--- src/verilog/mpk_pkg.sv ---
// Package: register map, field layout and constants of the multi-pin key input block
package mpk_pkg;
  localparam int          MPK_NPINS      = 6;
  localparam int          MPK_NKEYS      = 21;
  localparam int          MPK_WORD_W     = 24;
  // Printed offsets are word indices (not all multiples of four)
  localparam logic [7:0]  MPK_IDX_STATUS = 8'h16;
  localparam logic [7:0]  MPK_IDX_RISE   = 8'h1a;
  localparam logic [7:0]  MPK_IDX_PRESS  = 8'h1b;
  localparam logic [7:0]  MPK_IDX_FALL   = 8'h1c;
  localparam logic [7:0]  MPK_IDX_CFG    = 8'h30;
  localparam logic [7:0]  MPK_IDX_OUT    = 8'h31;
  localparam logic [7:0]  MPK_IDX_IRQ_ST = 8'h32;
  localparam logic [7:0]  MPK_IDX_IRQ_MK = 8'h33;
  localparam logic [11:0] MPK_ADDR_STATUS = {2'b00, MPK_IDX_STATUS, 2'b00};
  localparam logic [11:0] MPK_ADDR_RISE   = {2'b00, MPK_IDX_RISE, 2'b00};
  localparam logic [11:0] MPK_ADDR_PRESS  = {2'b00, MPK_IDX_PRESS, 2'b00};
  localparam logic [11:0] MPK_ADDR_FALL   = {2'b00, MPK_IDX_FALL, 2'b00};
  localparam logic [11:0] MPK_ADDR_CFG    = {2'b00, MPK_IDX_CFG, 2'b00};
  localparam logic [11:0] MPK_ADDR_OUT    = {2'b00, MPK_IDX_OUT, 2'b00};
  localparam logic [11:0] MPK_ADDR_IRQ_ST = {2'b00, MPK_IDX_IRQ_ST, 2'b00};
  localparam logic [11:0] MPK_ADDR_IRQ_MK = {2'b00, MPK_IDX_IRQ_MK, 2'b00};
  // Status word fields
  localparam int          MPK_ST_FALSE_BIT = 22;
  localparam int          MPK_ST_MIXED_BIT = 23;
  // Config word fields: [5:0] output enables, [11:6] pull-ups
  localparam int          MPK_CFG_OE_LSB = 0;
  localparam int          MPK_CFG_PU_LSB = 6;
  localparam logic [5:0]  MPK_CFG_OE_RST = 6'h00;
  localparam logic [5:0]  MPK_CFG_PU_RST = 6'h00;
  localparam int          MPK_MIXED_MAX_IN = 4;
  // Interrupt bits
  localparam int          MPK_IRQ_W      = 3;
  localparam int          MPK_IRQ_KEY    = 0;
  localparam int          MPK_IRQ_FALSE  = 1;
  localparam int          MPK_IRQ_CFGBLK = 2;
endpackage

--- src/verilog/mpk_decode.sv ---
// Key decoder: six single-pin keys plus fifteen two-pin combination keys
`timescale 1ns/1ps
module mpk_decode
  import mpk_pkg::*;
(
  input  wire logic [MPK_NPINS-1:0] pins,
  output logic      [MPK_NKEYS-1:0] keys
);
  // Single keys index 0..5, pair keys after them in (i,j) order
  genvar gi, gj;
  generate
    for (gi = 0; gi < MPK_NPINS; gi++)
    begin : g_single
      assign keys[gi] = pins[gi] && ($countones(pins) == 1);
    end
    for (gi = 0; gi < MPK_NPINS; gi++)
    begin : g_row
      for (gj = gi + 1; gj < MPK_NPINS; gj++)
      begin : g_col
        localparam int K = MPK_NPINS + gi * (2 * MPK_NPINS - gi - 1) / 2 + (gj - gi - 1);
        // Pair key: exactly these two lines high, other four low
        assign keys[K] = pins[gi] && pins[gj] && ($countones(pins) == 2);
      end
    end
  endgenerate
endmodule

--- src/verilog/mpk_sync.sv ---
// Two-flop synchroniser for the six pin inputs
`timescale 1ns/1ps
module mpk_sync
  import mpk_pkg::*;
#(
  parameter int W = MPK_NPINS
)(
  input  wire logic         pclk,
  input  wire logic         presetn,
  input  wire logic [W-1:0] din,
  output logic      [W-1:0] dout
);
  logic [W-1:0] meta_r;

  // First stage feeds only the second stage
  always_ff @(posedge pclk or negedge presetn)
  begin
    if (!presetn)
    begin
      meta_r <= '0;
      dout   <= '0;
    end
    else
    begin
      meta_r <= din;
      dout   <= meta_r;
    end
  end
endmodule

--- src/verilog/mpk_top.sv ---
// Multi-function pin key input block with APB registers and the two-high lockup
// What this block does
// With any output configured, at most four key inputs are supported.
// Twenty-one key decoding works only when all six pins are inputs.
// Keys come from each of six pins alone and from pin pairs.
// With outputs, flag words rise/press/fall stop updating; use status word.
// Mixed use is limited to three inputs with three outputs.
// Exactly two pins high and four low flags a multi-pin key.
// The false detection happens whatever drives the two pins high.
// After false detection outputs work but status and flag words freeze.
// False detection during configuration blocks further configuration writes.
// Lockup clears only when every pin high at detection is low again.
// Users should hold one pin permanently high to suppress false detection.
// All six pins are sampled together; detection uses that registered sample.
`timescale 1ns/1ps
module mpk_top
  import mpk_pkg::*;
(
  input  wire logic                 pclk,
  input  wire logic                 presetn,
  input  wire logic                 psel,
  input  wire logic                 penable,
  input  wire logic                 pwrite,
  input  wire logic [11:0]          paddr,
  input  wire logic [31:0]          pwdata,
  output logic      [31:0]          prdata,
  output logic                      pready,
  output logic                      pslverr,
  input  wire logic [MPK_NPINS-1:0] pin_in,
  output logic      [MPK_NPINS-1:0] pin_out,
  output logic      [MPK_NPINS-1:0] pin_oe,
  output logic      [MPK_NPINS-1:0] pin_pullup,
  output logic                      irq
);
  logic [MPK_NPINS-1:0]  pin_s;
  logic [MPK_NPINS-1:0]  sample_r;
  logic [MPK_NPINS-1:0]  oe_r;
  logic [MPK_NPINS-1:0]  pu_r;
  logic [MPK_NPINS-1:0]  out_r;
  logic [MPK_NPINS-1:0]  latch_r;
  logic                  false_r;
  logic                  cfgblk_r;
  logic [MPK_NKEYS-1:0]  keys;
  logic [MPK_NKEYS-1:0]  keys_prev_r;
  logic [MPK_WORD_W-1:0] status_r;
  logic [MPK_WORD_W-1:0] rise_r;
  logic [MPK_WORD_W-1:0] press_r;
  logic [MPK_WORD_W-1:0] fall_r;
  logic [MPK_IRQ_W-1:0]  irq_st_r;
  logic [MPK_IRQ_W-1:0]  irq_mk_r;
  logic [MPK_IRQ_W-1:0]  irq_ev;
  logic                  any_out;
  logic                  two_high;
  logic                  cfg_ok;
  logic                  wr_en;
  logic                  rd_en;
  logic                  addr_hit;
  logic [MPK_NKEYS-1:0]  key_mask;
  logic [MPK_NPINS-1:0]  in_cnt_mask;
  logic                  cfg_wr;
  logic [MPK_NKEYS-1:0]  key_rise;
  logic [MPK_NKEYS-1:0]  key_fall;

  // Pins come from outside the clock domain
  mpk_sync #(
    .W (MPK_NPINS)
  ) u_sync (
    .pclk    (pclk),
    .presetn (presetn),
    .din     (pin_in),
    .dout    (pin_s)
  );

  // All six pins registered together in one sample
  always_ff @(posedge pclk or negedge presetn)
  begin
    if (!presetn)
      sample_r <= '0;
    else
      sample_r <= pin_s;
  end

  // Cause of the two-high pattern does not matter, only the levels
  assign two_high = ($countones(sample_r) == 2);
  assign any_out  = |oe_r;

  mpk_decode u_dec (
    .pins (sample_r),
    .keys (keys)
  );

  // False multi-pin state: set on two-high, cleared when latched pins all low
  always_ff @(posedge pclk or negedge presetn)
  begin
    if (!presetn)
    begin
      false_r <= 1'b0;
      latch_r <= '0;
    end
    else if (!false_r && two_high)
    begin
      false_r <= 1'b1;
      latch_r <= sample_r;
    end
    else if (false_r && ((latch_r & sample_r) == '0))
    begin
      // A fresh pair in the clearing cycle re-arms at once: set wins
      false_r <= two_high;
      latch_r <= two_high ? sample_r : '0;
    end
  end

  // Configuration lock: false detection while configuring blocks more writes
  assign cfg_wr = wr_en && (paddr == MPK_ADDR_CFG);
  always_ff @(posedge pclk or negedge presetn)
  begin
    if (!presetn)
      cfgblk_r <= 1'b0;
    else if (false_r && cfg_wr)
      cfgblk_r <= 1'b1;
    else if (!false_r)
      cfgblk_r <= 1'b0;
  end
  assign cfg_ok = !false_r;

  // Inputs beyond the fourth are ignored once any output exists
  always_comb
  begin
    int n;
    n           = 0;
    in_cnt_mask = '0;
    for (int i = 0; i < MPK_NPINS; i++)
    begin
      // With no output every pin counts; three outputs leave three inputs
      if (!oe_r[i] && (!any_out || n < MPK_MIXED_MAX_IN))
      begin
        in_cnt_mask[i] = 1'b1;
        n = n + 1;
      end
    end
  end
  // Extended pair keys valid only with all pins as inputs
  assign key_mask = any_out ? {{(MPK_NKEYS-MPK_NPINS){1'b0}}, in_cnt_mask}
                            : {MPK_NKEYS{1'b1}};
  assign key_rise = keys & ~keys_prev_r & key_mask;
  assign key_fall = ~keys & keys_prev_r & key_mask;

  // Status word: counted input levels always track unless frozen
  always_ff @(posedge pclk or negedge presetn)
  begin
    if (!presetn)
      status_r <= '0;
    else if (!false_r)
    begin
      status_r                   <= '0;
      status_r[MPK_NPINS-1:0]    <= sample_r & ~oe_r & in_cnt_mask;
      status_r[MPK_ST_MIXED_BIT] <= any_out;
    end
    else
      status_r[MPK_ST_FALSE_BIT] <= 1'b1;
  end

  // Flag words update only with no outputs and no false state
  always_ff @(posedge pclk or negedge presetn)
  begin
    if (!presetn)
    begin
      keys_prev_r <= '0;
      rise_r      <= '0;
      press_r     <= '0;
      fall_r      <= '0;
    end
    else if (!false_r && !any_out)
    begin
      keys_prev_r <= keys;
      rise_r      <= (rise_r | {3'b000, key_rise});
      fall_r      <= (fall_r | {3'b000, key_fall});
      press_r     <= {3'b000, keys};
      if (rd_en && paddr == MPK_ADDR_RISE)
        rise_r <= {3'b000, key_rise}; // Read clears, new edge wins
      if (rd_en && paddr == MPK_ADDR_FALL)
        fall_r <= {3'b000, key_fall};
    end
  end

  // Software output and config registers; outputs run on in false state
  always_ff @(posedge pclk or negedge presetn)
  begin
    if (!presetn)
    begin
      oe_r  <= MPK_CFG_OE_RST;
      pu_r  <= MPK_CFG_PU_RST;
      out_r <= '0;
    end
    else
    begin
      if (cfg_wr && cfg_ok)
      begin
        oe_r <= pwdata[MPK_CFG_OE_LSB +: MPK_NPINS];
        pu_r <= pwdata[MPK_CFG_PU_LSB +: MPK_NPINS];
      end
      if (wr_en && paddr == MPK_ADDR_OUT)
        out_r <= pwdata[MPK_NPINS-1:0];
    end
  end

  assign pin_out    = out_r;
  assign pin_oe     = oe_r;
  assign pin_pullup = pu_r;

  // Interrupt sources; set wins over write-one-to-clear
  assign irq_ev[MPK_IRQ_KEY]    = |key_rise && !false_r && !any_out;
  assign irq_ev[MPK_IRQ_FALSE]  = two_high && !false_r;
  assign irq_ev[MPK_IRQ_CFGBLK] = false_r && cfg_wr;
  always_ff @(posedge pclk or negedge presetn)
  begin
    if (!presetn)
    begin
      irq_st_r <= '0;
      irq_mk_r <= '0;
    end
    else
    begin
      if (wr_en && paddr == MPK_ADDR_IRQ_ST)
        irq_st_r <= (irq_st_r & ~pwdata[MPK_IRQ_W-1:0]) | irq_ev;
      else
        irq_st_r <= irq_st_r | irq_ev;
      if (wr_en && paddr == MPK_ADDR_IRQ_MK)
        irq_mk_r <= pwdata[MPK_IRQ_W-1:0];
    end
  end
  assign irq = |(irq_st_r & irq_mk_r);

  // APB slave: zero wait states, unmapped addresses error
  assign wr_en    = psel && penable && pwrite;
  assign rd_en    = psel && penable && !pwrite;
  assign pready   = 1'b1;
  assign addr_hit = (paddr == MPK_ADDR_STATUS) || (paddr == MPK_ADDR_RISE) ||
                    (paddr == MPK_ADDR_PRESS) || (paddr == MPK_ADDR_FALL) ||
                    (paddr == MPK_ADDR_CFG) || (paddr == MPK_ADDR_OUT) ||
                    (paddr == MPK_ADDR_IRQ_ST) || (paddr == MPK_ADDR_IRQ_MK);
  assign pslverr  = psel && penable && !addr_hit;

  // Read mux
  always_comb
  begin
    prdata = '0;
    unique case (paddr)
      MPK_ADDR_STATUS: prdata = {8'h00, status_r};
      MPK_ADDR_RISE:   prdata = {8'h00, rise_r};
      MPK_ADDR_PRESS:  prdata = {8'h00, press_r};
      MPK_ADDR_FALL:   prdata = {8'h00, fall_r};
      MPK_ADDR_CFG:    prdata = {19'h0, cfgblk_r, pu_r, oe_r};
      MPK_ADDR_OUT:    prdata = {26'h0, out_r};
      MPK_ADDR_IRQ_ST: prdata = {29'h0, irq_st_r};
      MPK_ADDR_IRQ_MK: prdata = {29'h0, irq_mk_r};
      default:         prdata = '0;
    endcase
  end
endmodule
--- config.mk ---
export PLATFORM = sky130hd
export DESIGN_NAME = mpk_top
export DESIGN_NICKNAME = d
export VERILOG_FILES = /design/src/verilog/mpk_pkg.sv /design/src/verilog/mpk_decode.sv /design/src/verilog/mpk_sync.sv /design/src/verilog/mpk_top.sv
export SDC_FILE = /design/constraint.sdc
export NUM_CORES = 1
export LEC_CHECK = 0
export ABC_AREA = 1
export BUFFER_PORTS_ARGS = -buffer_cell sky130_fd_sc_hd__buf_4
export CORE_UTILIZATION = 35
export CTS_CLUSTER_SIZE = 14
export DETAILED_ROUTE_END_ITERATION = 16
export SETUP_SLACK_MARGIN = 0.2
export SLEW_MARGIN = 20
export SYNTH_ARGS = -nofsm -noshare
export SYNTH_HDL_FRONTEND = slang
export SYNTH_SLANG_ARGS = --single-unit
--- constraint.sdc ---
create_clock -name pclk -period 2.95 [get_ports pclk]
set_input_delay 0.295 -clock pclk [delete_from_list [all_inputs] [get_ports pclk]]
set_output_delay 0.295 -clock pclk [all_outputs]
set_load 0.03 [all_outputs]
# Yosys cells after proc, flatten, opt, wreduce, memory -nomap -nowiden
# Index checks and enable logic that the tools add are counted.
totals:
  ff_bits: 127
  in_bits: 55
  output_inout_bits: 53
  word_cells: 166
op_classes:
  eq_ne: 11
  n_mux: 24
  addsub: 9
  reduce_logical: 84
  bitwise: 17
  n_lt_le_gt_ge: 5
op_table:
  columns: ["op", "n"]
  rows:
  - ["$pmux 24 s8", 1]
  - ["$lt 32x4->1 const B", 5]
  - ["$add 32x2->32 const B", 4]
  - ["$mux 32", 4]
  - ["$and 21x21->21", 4]
  - ["$add 32x32->32", 2]
  - ["$logic_and 1x1->1", 58]
  - ["$eq 12x7->1 const B", 4]
  - ["$eq 12x8->1 const B", 4]
  - ["$mux 24", 2]
  - ["$or 24x21->24", 2]
  - ["$not 21->21", 2]
  - ["$eq 32x2->1 const B", 1]
  - ["$eq 32x3->1 const B", 1]
  - ["$mux 21", 1]
  - ["$reduce_or 21->1", 1]
  - ["$and 6x6->6", 3]
  - ["$mux 6", 3]
  - ["$logic_or 1x1->1", 12]
  - ["$mux 1", 12]
  - ["$logic_not 1->1", 9]
  - ["$add 1x1->2", 3]
  - ["$and 3x3->3", 2]
  - ["$logic_not 6->1", 1]
  - ["8 further kinds", 9]

# Logic depth before layout (Yosys ltp)
logic_depth:
  ltp_word: 28
  mapped_depth: 16
  ltp_nobuf: 16

# Cells and area by module
# A second synthesis with hierarchy kept.
hier_totals:
  hier_cells: 788
  hier_area_um2: 6354.8
modules_own_cells:
  columns: ["module", "cells_per_inst", "instances", "area_each_um2", "seq_area_each_um2"]
  rows:
  - ["mpk_top", 717, 1, 5713.0, 2727.6]
  - ["mpk_decode", 59, 1, 341.6, 0.0]
  - ["mpk_sync", 12, 1, 300.3, 300.3]

# Worst setup path after synthesis
# OpenSTA, ideal clock, no wires.
synth_timing:
  path_kind: "reg2reg"
  from: "reg sample_r[4]"
  to: "reg irq_st_r[0]"
  synth_period_minus_slack_ns: 2.479
  stages_incl_launch_ff: 15
  setup_ns: 0.121
  slack_ns: 0.471
  t_required_ns: 2.829
  t_arrival_ns: 2.358
  n_path_buf: 1
  cell_sequence: "dfrtp_1 -> ha_1 -> inv_1 -> fa_1 -> inv_1 -> ha_1 -> nand4_2 -> buf_2 -> nor2_1 -> nand2_1 -> nand2_1 -> nor2_1 -> nand3_1 -> o21bai_1 -> nand2_1"
synth_between:
  elab_chain_cells: 11
  word_cells_on_any_way: 38
  classes_between: "add/sub: 2; eq/ne: 2; mux: 1; bitwise: 4; reduce/logical: 29"
synth_lines:
  columns: ["item", "line", "text"]
  rows:
  - ["start: declaration", "mpk_top.sv:36", "logic [MPK_NPINS-1:0] sample_r;"]
  - ["start signal: assignment", "mpk_top.sv:80", "sample_r <= pin_s;"]
  - ["$add 1x1->2 (not written as such)", "mpk_decode.sv:14, mpk_decode.sv:22", null]
  - ["$add 32x32->32 (not written as such)", "mpk_decode.sv:14, mpk_decode.sv:22", null]
  - ["$eq 32x2->1 / $eq 32x3->1 (equally long branches)", "mpk_decode.sv:14, mpk_decode.sv:22", null]
  - ["$logic_and 1x1->1, on equally long branches", "mpk_decode.sv:14, mpk_decode.sv:22", null]
  - ["$and 21x21->21 (*) (2 in a row)", "mpk_top.sv:145", "assign key_rise = keys & ~keys_prev_r & key_mask;"]
  - ["$reduce_or 21->1 (*)", "mpk_top.sv:212", "assign irq_ev[MPK_IRQ_KEY] = |key_rise && !false_r && !any_out;"]
  - ["$logic_and 1x1->1 (*) (2 in a row)", "mpk_top.sv:212", null]
  - ["$or 3x3->3, on equally long branches", "mpk_top.sv:227, mpk_top.sv:225", null]
  - ["$mux 3 (*)", "mpk_top.sv:224", "if (wr_en && paddr == MPK_ADDR_IRQ_ST)"]
  - ["end signal: assignment", "mpk_top.sv:225", "irq_st_r <= (irq_st_r & ~pwdata[MPK_IRQ_W-1:0]) | irq_ev;"]
  - ["end signal: assignment", "mpk_top.sv:227", "irq_st_r <= irq_st_r | irq_ev;"]
  - ["end: declaration", "mpk_top.sv:49", "logic [MPK_IRQ_W-1:0] irq_st_r;"]
# Every way passes the cells marked *; elsewhere a longest branch is shown, timed or not.
# A chain may end at the register's enable or synchronous reset.

# Worst setup path in the final report
# Ends and elaborated chain as after synthesis.

==> results list <==
- Among all stages on the critical path, the largest delay is contributed by sky130_fd_sc_hd__fa_1.
- The number of global-route vias before repair was 5,071.
- First DRT Iteration DRCs: 268
- Final cycle utilization of the critical path: 87.5%
* Effective utilization at floorplan: 35.9%
- Gr ovfl total: 0
- In this run the worst hold path is classified as in2reg.
- Counting along the longest clock path gives a buffer depth of 2.
- For the worst setup path, the data arrival time is 2.95 ns.
- Maximum vdd ir drop: 0.315 mV
* Result of the run: finished clean
- Critical Path Most Common Cell: sky130_fd_sc_hd__nand2_1
- After filler insertion, the fill cell instance count of the layout stands at 1,657.
- The cell count after synthesis came out at 714.
* Wire length of the first global-routing pass: 26,600 um
* Most common flop cell mapped by yosys: sky130_fd_sc_hd__dfrtp_1
* Net count, final: 903
- Worst-Margin Slew: 0.725 ns
* Post-synth top cells: sky130_fd_sc_hd__nand2_1, sky130_fd_sc_hd__dfrtp_1, sky130_fd_sc_hd__inv_1
- Placed insts: 1,031
- Measured on the finished design, the core utilization comes to 46.1%.
- Cts bufs inserted: 17
- In this run the worst path has a maximum fanout of 3.
- For this design, the sink count on the clock tree is 121.
- STA classifies the critical path startpoint as a flip-flop.
* Setup Crit Path Kind: reg2reg
- For this run, the total global-route usage over all layers was measured as 19.9%.
* Clock tree root buffer cell: sky130_fd_sc_hd__clkbuf_16
* Ranking of synthesized cells by area: sky130_fd_sc_hd__dfrtp_1, sky130_fd_sc_hd__nand2_1, sky130_fd_sc_hd__inv_1
- Sum of negative setup slack: 0 ns
* Wirelength per Cell: 15.2 um
- Data on the critical path is required at its endpoint by 3.31 ns.
- In this run, synthesis inferred 0 flip-flops with an integrated enable.
- RSZ-0062 raised after global routing: false
- Headroom to the max-slew limit came out at 51.6%.
- Family with the most delay on the worst path: adder cells
* Clock period minus final worst setup slack: 2.58 ns
* Highest clock frequency the design can meet: 387 MHz
* Antenna violation net count after detailed routing: 0
- A synthesized cell averages 8.37 um2.
- In this run the tool buffered the top-level ports with 77 buffer cells.
- From left edge to right edge, the die measures 133 um.
* Sequential share of the synthesized area: 50.7%
- DR vias/cell: 4.81
- Area of the multi-input gates: 2450 um2
- Final count of pins violating max slew: 0
- The initial antenna violation count was 0.
- Total of warnings raised by yosys: 0
- Post-Syn Area: 5970 um2
- The region available for standard cell placement spans 16,600 um2.
* Clock tree skew after final layout: 0.00522 ns
* Clock network latency to the later pin of the worst-skew pair: 0.43 ns
* Power Density: 670 nW/um2
- Of the post-synthesis cell area, the dominant cell type holds 50.7%.
- In this run the core area contains 47 standard-cell rows.
- For this run, design rule violations remaining after detail routing come to 0.
- 0 antenna diodes ended up in the layout.
* Clock-pin slew reported for the worst setup and hold paths after clock tree synthesis: 0.06 ns
* Count of vias placed by the detailed router: 5,143
- Clock tree from TritonCTS: built
- Final HPWL from detailed placement: 11,400 um
- Library cell with the highest instance count after synthesis: sky130_fd_sc_hd__nand2_1
- Fraction of synthesis flops using an asynchronous set or reset pin: 100%
- # Max-Cap Violations: 0
* Static leakage power: 3.77 nW
- The die is 133 um tall.
- WHS: 0.0971 ns
* Worst path cell trace: ha_1 > inv_1 > fa_1 > inv_1 > ha_1 > nand2_1 > nor2_2 > nand2_1 > nor2_1 > nand2_1 > nand2_1 > nor2_1 > nand2_1 > o21bai_1 > nand2_1
* Weighted congestion at the end of routability-driven global placement: 0.832
- Sequential cell area: 3030 um2
- The die covers 17,600 um2.
- Number of different library cells in the post-synthesis netlist: 44
* DR pass1 iterations: 6
* I/O pin total: 108
- Largest net degree at the start of global routing: 55
- In this design, the stage delay of the slowest critical-path cell is 0.53 ns.
- The count of endpoints failing hold in the final timing report came to 0.
* Flop and latch count out of synthesis: 121
* Count of H-tree levels built during CTS: 4
- Final Instance Count excl. Fillers: 1,070
- Ratio of cells with drive above 1 in the final layout: 21.5%
- Setup violations remaining at the end of the flow were counted as 0.
- Wires add up to 16,300 um.
- STA classifies the critical path endpoint as a flip-flop.
- The area growth from synthesis to layout is 28.5%.
* Library cell with the largest summed area after synthesis: sky130_fd_sc_hd__dfrtp_1
* Buffers and inverters on the worst path: 2
-- what timing repair did --
action | 4_1_cts | 5_1_grt
endpoints found under the hold margin | 58 | 0
buffers inserted | 0 | 0
gates resized for setup | 0 | 1
setup endpoints to repair | 0 | 1
hold buffers | 7 | 0
-- layer usage --
metal	track usage (%)	wire (um)
met1	26.3	7540
met2	32.0	7850
met3	4.37	741
met4	7.47	166
met5	0	0
-- power by group --
group	internal [W]	switching (W)	leakage (nW)
sequential	0.00187	0.000124	1.39
clock	0.00127	0.000791	0.279
combinational	0.000366	0.000721	2.11
total	0.00351	0.00164	3.77
-- sequential cells by signal (all words and copies together) (netlist names), 3 cells and up --
register and count:
fall_r 21, irq_mk_r 3, irq_st_r 3, keys_prev_r 21, latch_r 6, pin_oe 6, pin_out 6, pin_pullup 6
rise_r 21, sample_r 6, status_r 8, u_sync.dout 6, u_sync.meta_r 6
-- final cells by class --
type	count	share of cell area, %
flip-flops and latches	121	39.4
inverters	91	4.52
clock buffers	18	5.72
well taps	220	3.59
clock inverters	14	1.94
multi-input cells	478	31.9
repair buffers	128	12.9
-- through the flow --
step	worst slack (ns)	cell area [um2]	total power, W
floorplan	0.471	6000	0.00272
global placement	0.403	7020	0.00309
detailed placement	0.386	7020	0.00310
CTS	0.368	7670	0.00518
global route	0.210	7680	0.00543
finish	0.367	7680	0.00514
-- worst reg2reg max path, cell delays in order, from the launching register on --
cell and delay [ns]:
sky130_fd_sc_hd__dfrtp_1 0.37, sky130_fd_sc_hd__ha_1 0.15, sky130_fd_sc_hd__inv_1 0.06, sky130_fd_sc_hd__fa_1 0.53, sky130_fd_sc_hd__inv_1 0.04, sky130_fd_sc_hd__ha_1 0.33
sky130_fd_sc_hd__nand2_1 0.09, sky130_fd_sc_hd__nor2_2 0.18, sky130_fd_sc_hd__nand2_1 0.09, sky130_fd_sc_hd__nor2_1 0.23, sky130_fd_sc_hd__nand2_1 0.10, sky130_fd_sc_hd__nand2_1 0.10
sky130_fd_sc_hd__nor2_1 0.06, sky130_fd_sc_hd__nand2_1 0.06, sky130_fd_sc_hd__o21bai_1 0.08, sky130_fd_sc_hd__nand2_1 0.06
-- cell families (layout without fill, tap and decap cells) --
logic type | count (synthesis) | count (layout) | share of synthesized area [%]
and+or+nand+nor | 309 | 309 | 22.4
AOI/OAI and AO/OA | 140 | 140 | 13.9
buffers and inverters | 123 | 251 | 8.90
DFF | 121 | 121 | 50.7
adders and majority gates | 11 | 11 | 2.56
muxes | 6 | 6 | 1.13
other | 2 | 10 | 0.126
xor gates and xnor gates | 2 | 2 | 0.293
-- cell usage in the layout (no fill, tap or decap), types with 2 or more instances in the layout --
| master | netlist | layout |
|---|---|---|
| sky130_fd_sc_hd__inv_1 | 86 | 86 |
| sky130_fd_sc_hd__nand3_4 | 2 | 2 |
| sky130_fd_sc_hd__nand3_1 | 29 | 29 |
| sky130_fd_sc_hd__bufinv_16 | 0 | 2 |
| sky130_fd_sc_hd__nor3_1 | 7 | 7 |
| sky130_fd_sc_hd__o21ai_2 | 6 | 6 |
| sky130_fd_sc_hd__o32ai_1 | 2 | 2 |
| sky130_fd_sc_hd__clkbuf_16 | 0 | 17 |
| sky130_fd_sc_hd__dfrtp_1 | 121 | 121 |
| sky130_fd_sc_hd__mux2_2 | 6 | 6 |
| sky130_fd_sc_hd__o31ai_1 | 4 | 4 |
| sky130_fd_sc_hd__fa_1 | 2 | 2 |
| sky130_fd_sc_hd__o2111ai_1 | 6 | 6 |
| sky130_fd_sc_hd__o221ai_1 | 9 | 9 |
| sky130_fd_sc_hd__a21oi_1 | 28 | 28 |
| sky130_fd_sc_hd__nor2_1 | 74 | 73 |
| sky130_fd_sc_hd__inv_6 | 1 | 3 |
| sky130_fd_sc_hd__dlygate4sd3_1 | 0 | 7 |
| sky130_fd_sc_hd__ha_1 | 9 | 9 |
| sky130_fd_sc_hd__inv_2 | 3 | 3 |
| sky130_fd_sc_hd__conb_1 | 2 | 10 |
| sky130_fd_sc_hd__clkinv_2 | 0 | 3 |
| sky130_fd_sc_hd__clkinv_4 | 0 | 3 |
| sky130_fd_sc_hd__buf_4 | 15 | 120 |
| sky130_fd_sc_hd__nor2_4 | 4 | 4 |
| sky130_fd_sc_hd__nand2_1 | 181 | 181 |
| sky130_fd_sc_hd__o21ai_0 | 61 | 61 |
| sky130_fd_sc_hd__clkinvlp_4 | 0 | 4 |
| sky130_fd_sc_hd__o22ai_1 | 20 | 20 |
-- worst paths after layout --
path | start | to | slack, ns | cells after the start
worst max-delay path | sample_r[4]$_DFF_PN0_ | irq_st_r[0]$_DFF_PN0_ | 0.37 | 15
worst min-delay path | pwdata[8] | pin_pullup[2]$_DFFE_PN0P_ | 0.1 | 2
worst max register to register | sample_r[4]$_DFF_PN0_ | irq_st_r[0]$_DFF_PN0_ | 0.37 | 15
worst min register to register | u_sync.meta_r[3]$_DFF_PN0_ | u_sync.dout[3]$_DFF_PN0_ | 0.34 | 0
max in group asynchronous | presetn | keys_prev_r[19]$_DFFE_PN0P_ | 1.72 | 3
min in group asynchronous | presetn | pin_out[4]$_DFFE_PN0P_ | 0.45 | 2
Note: power is estimated with default switching activity, not from simulation.
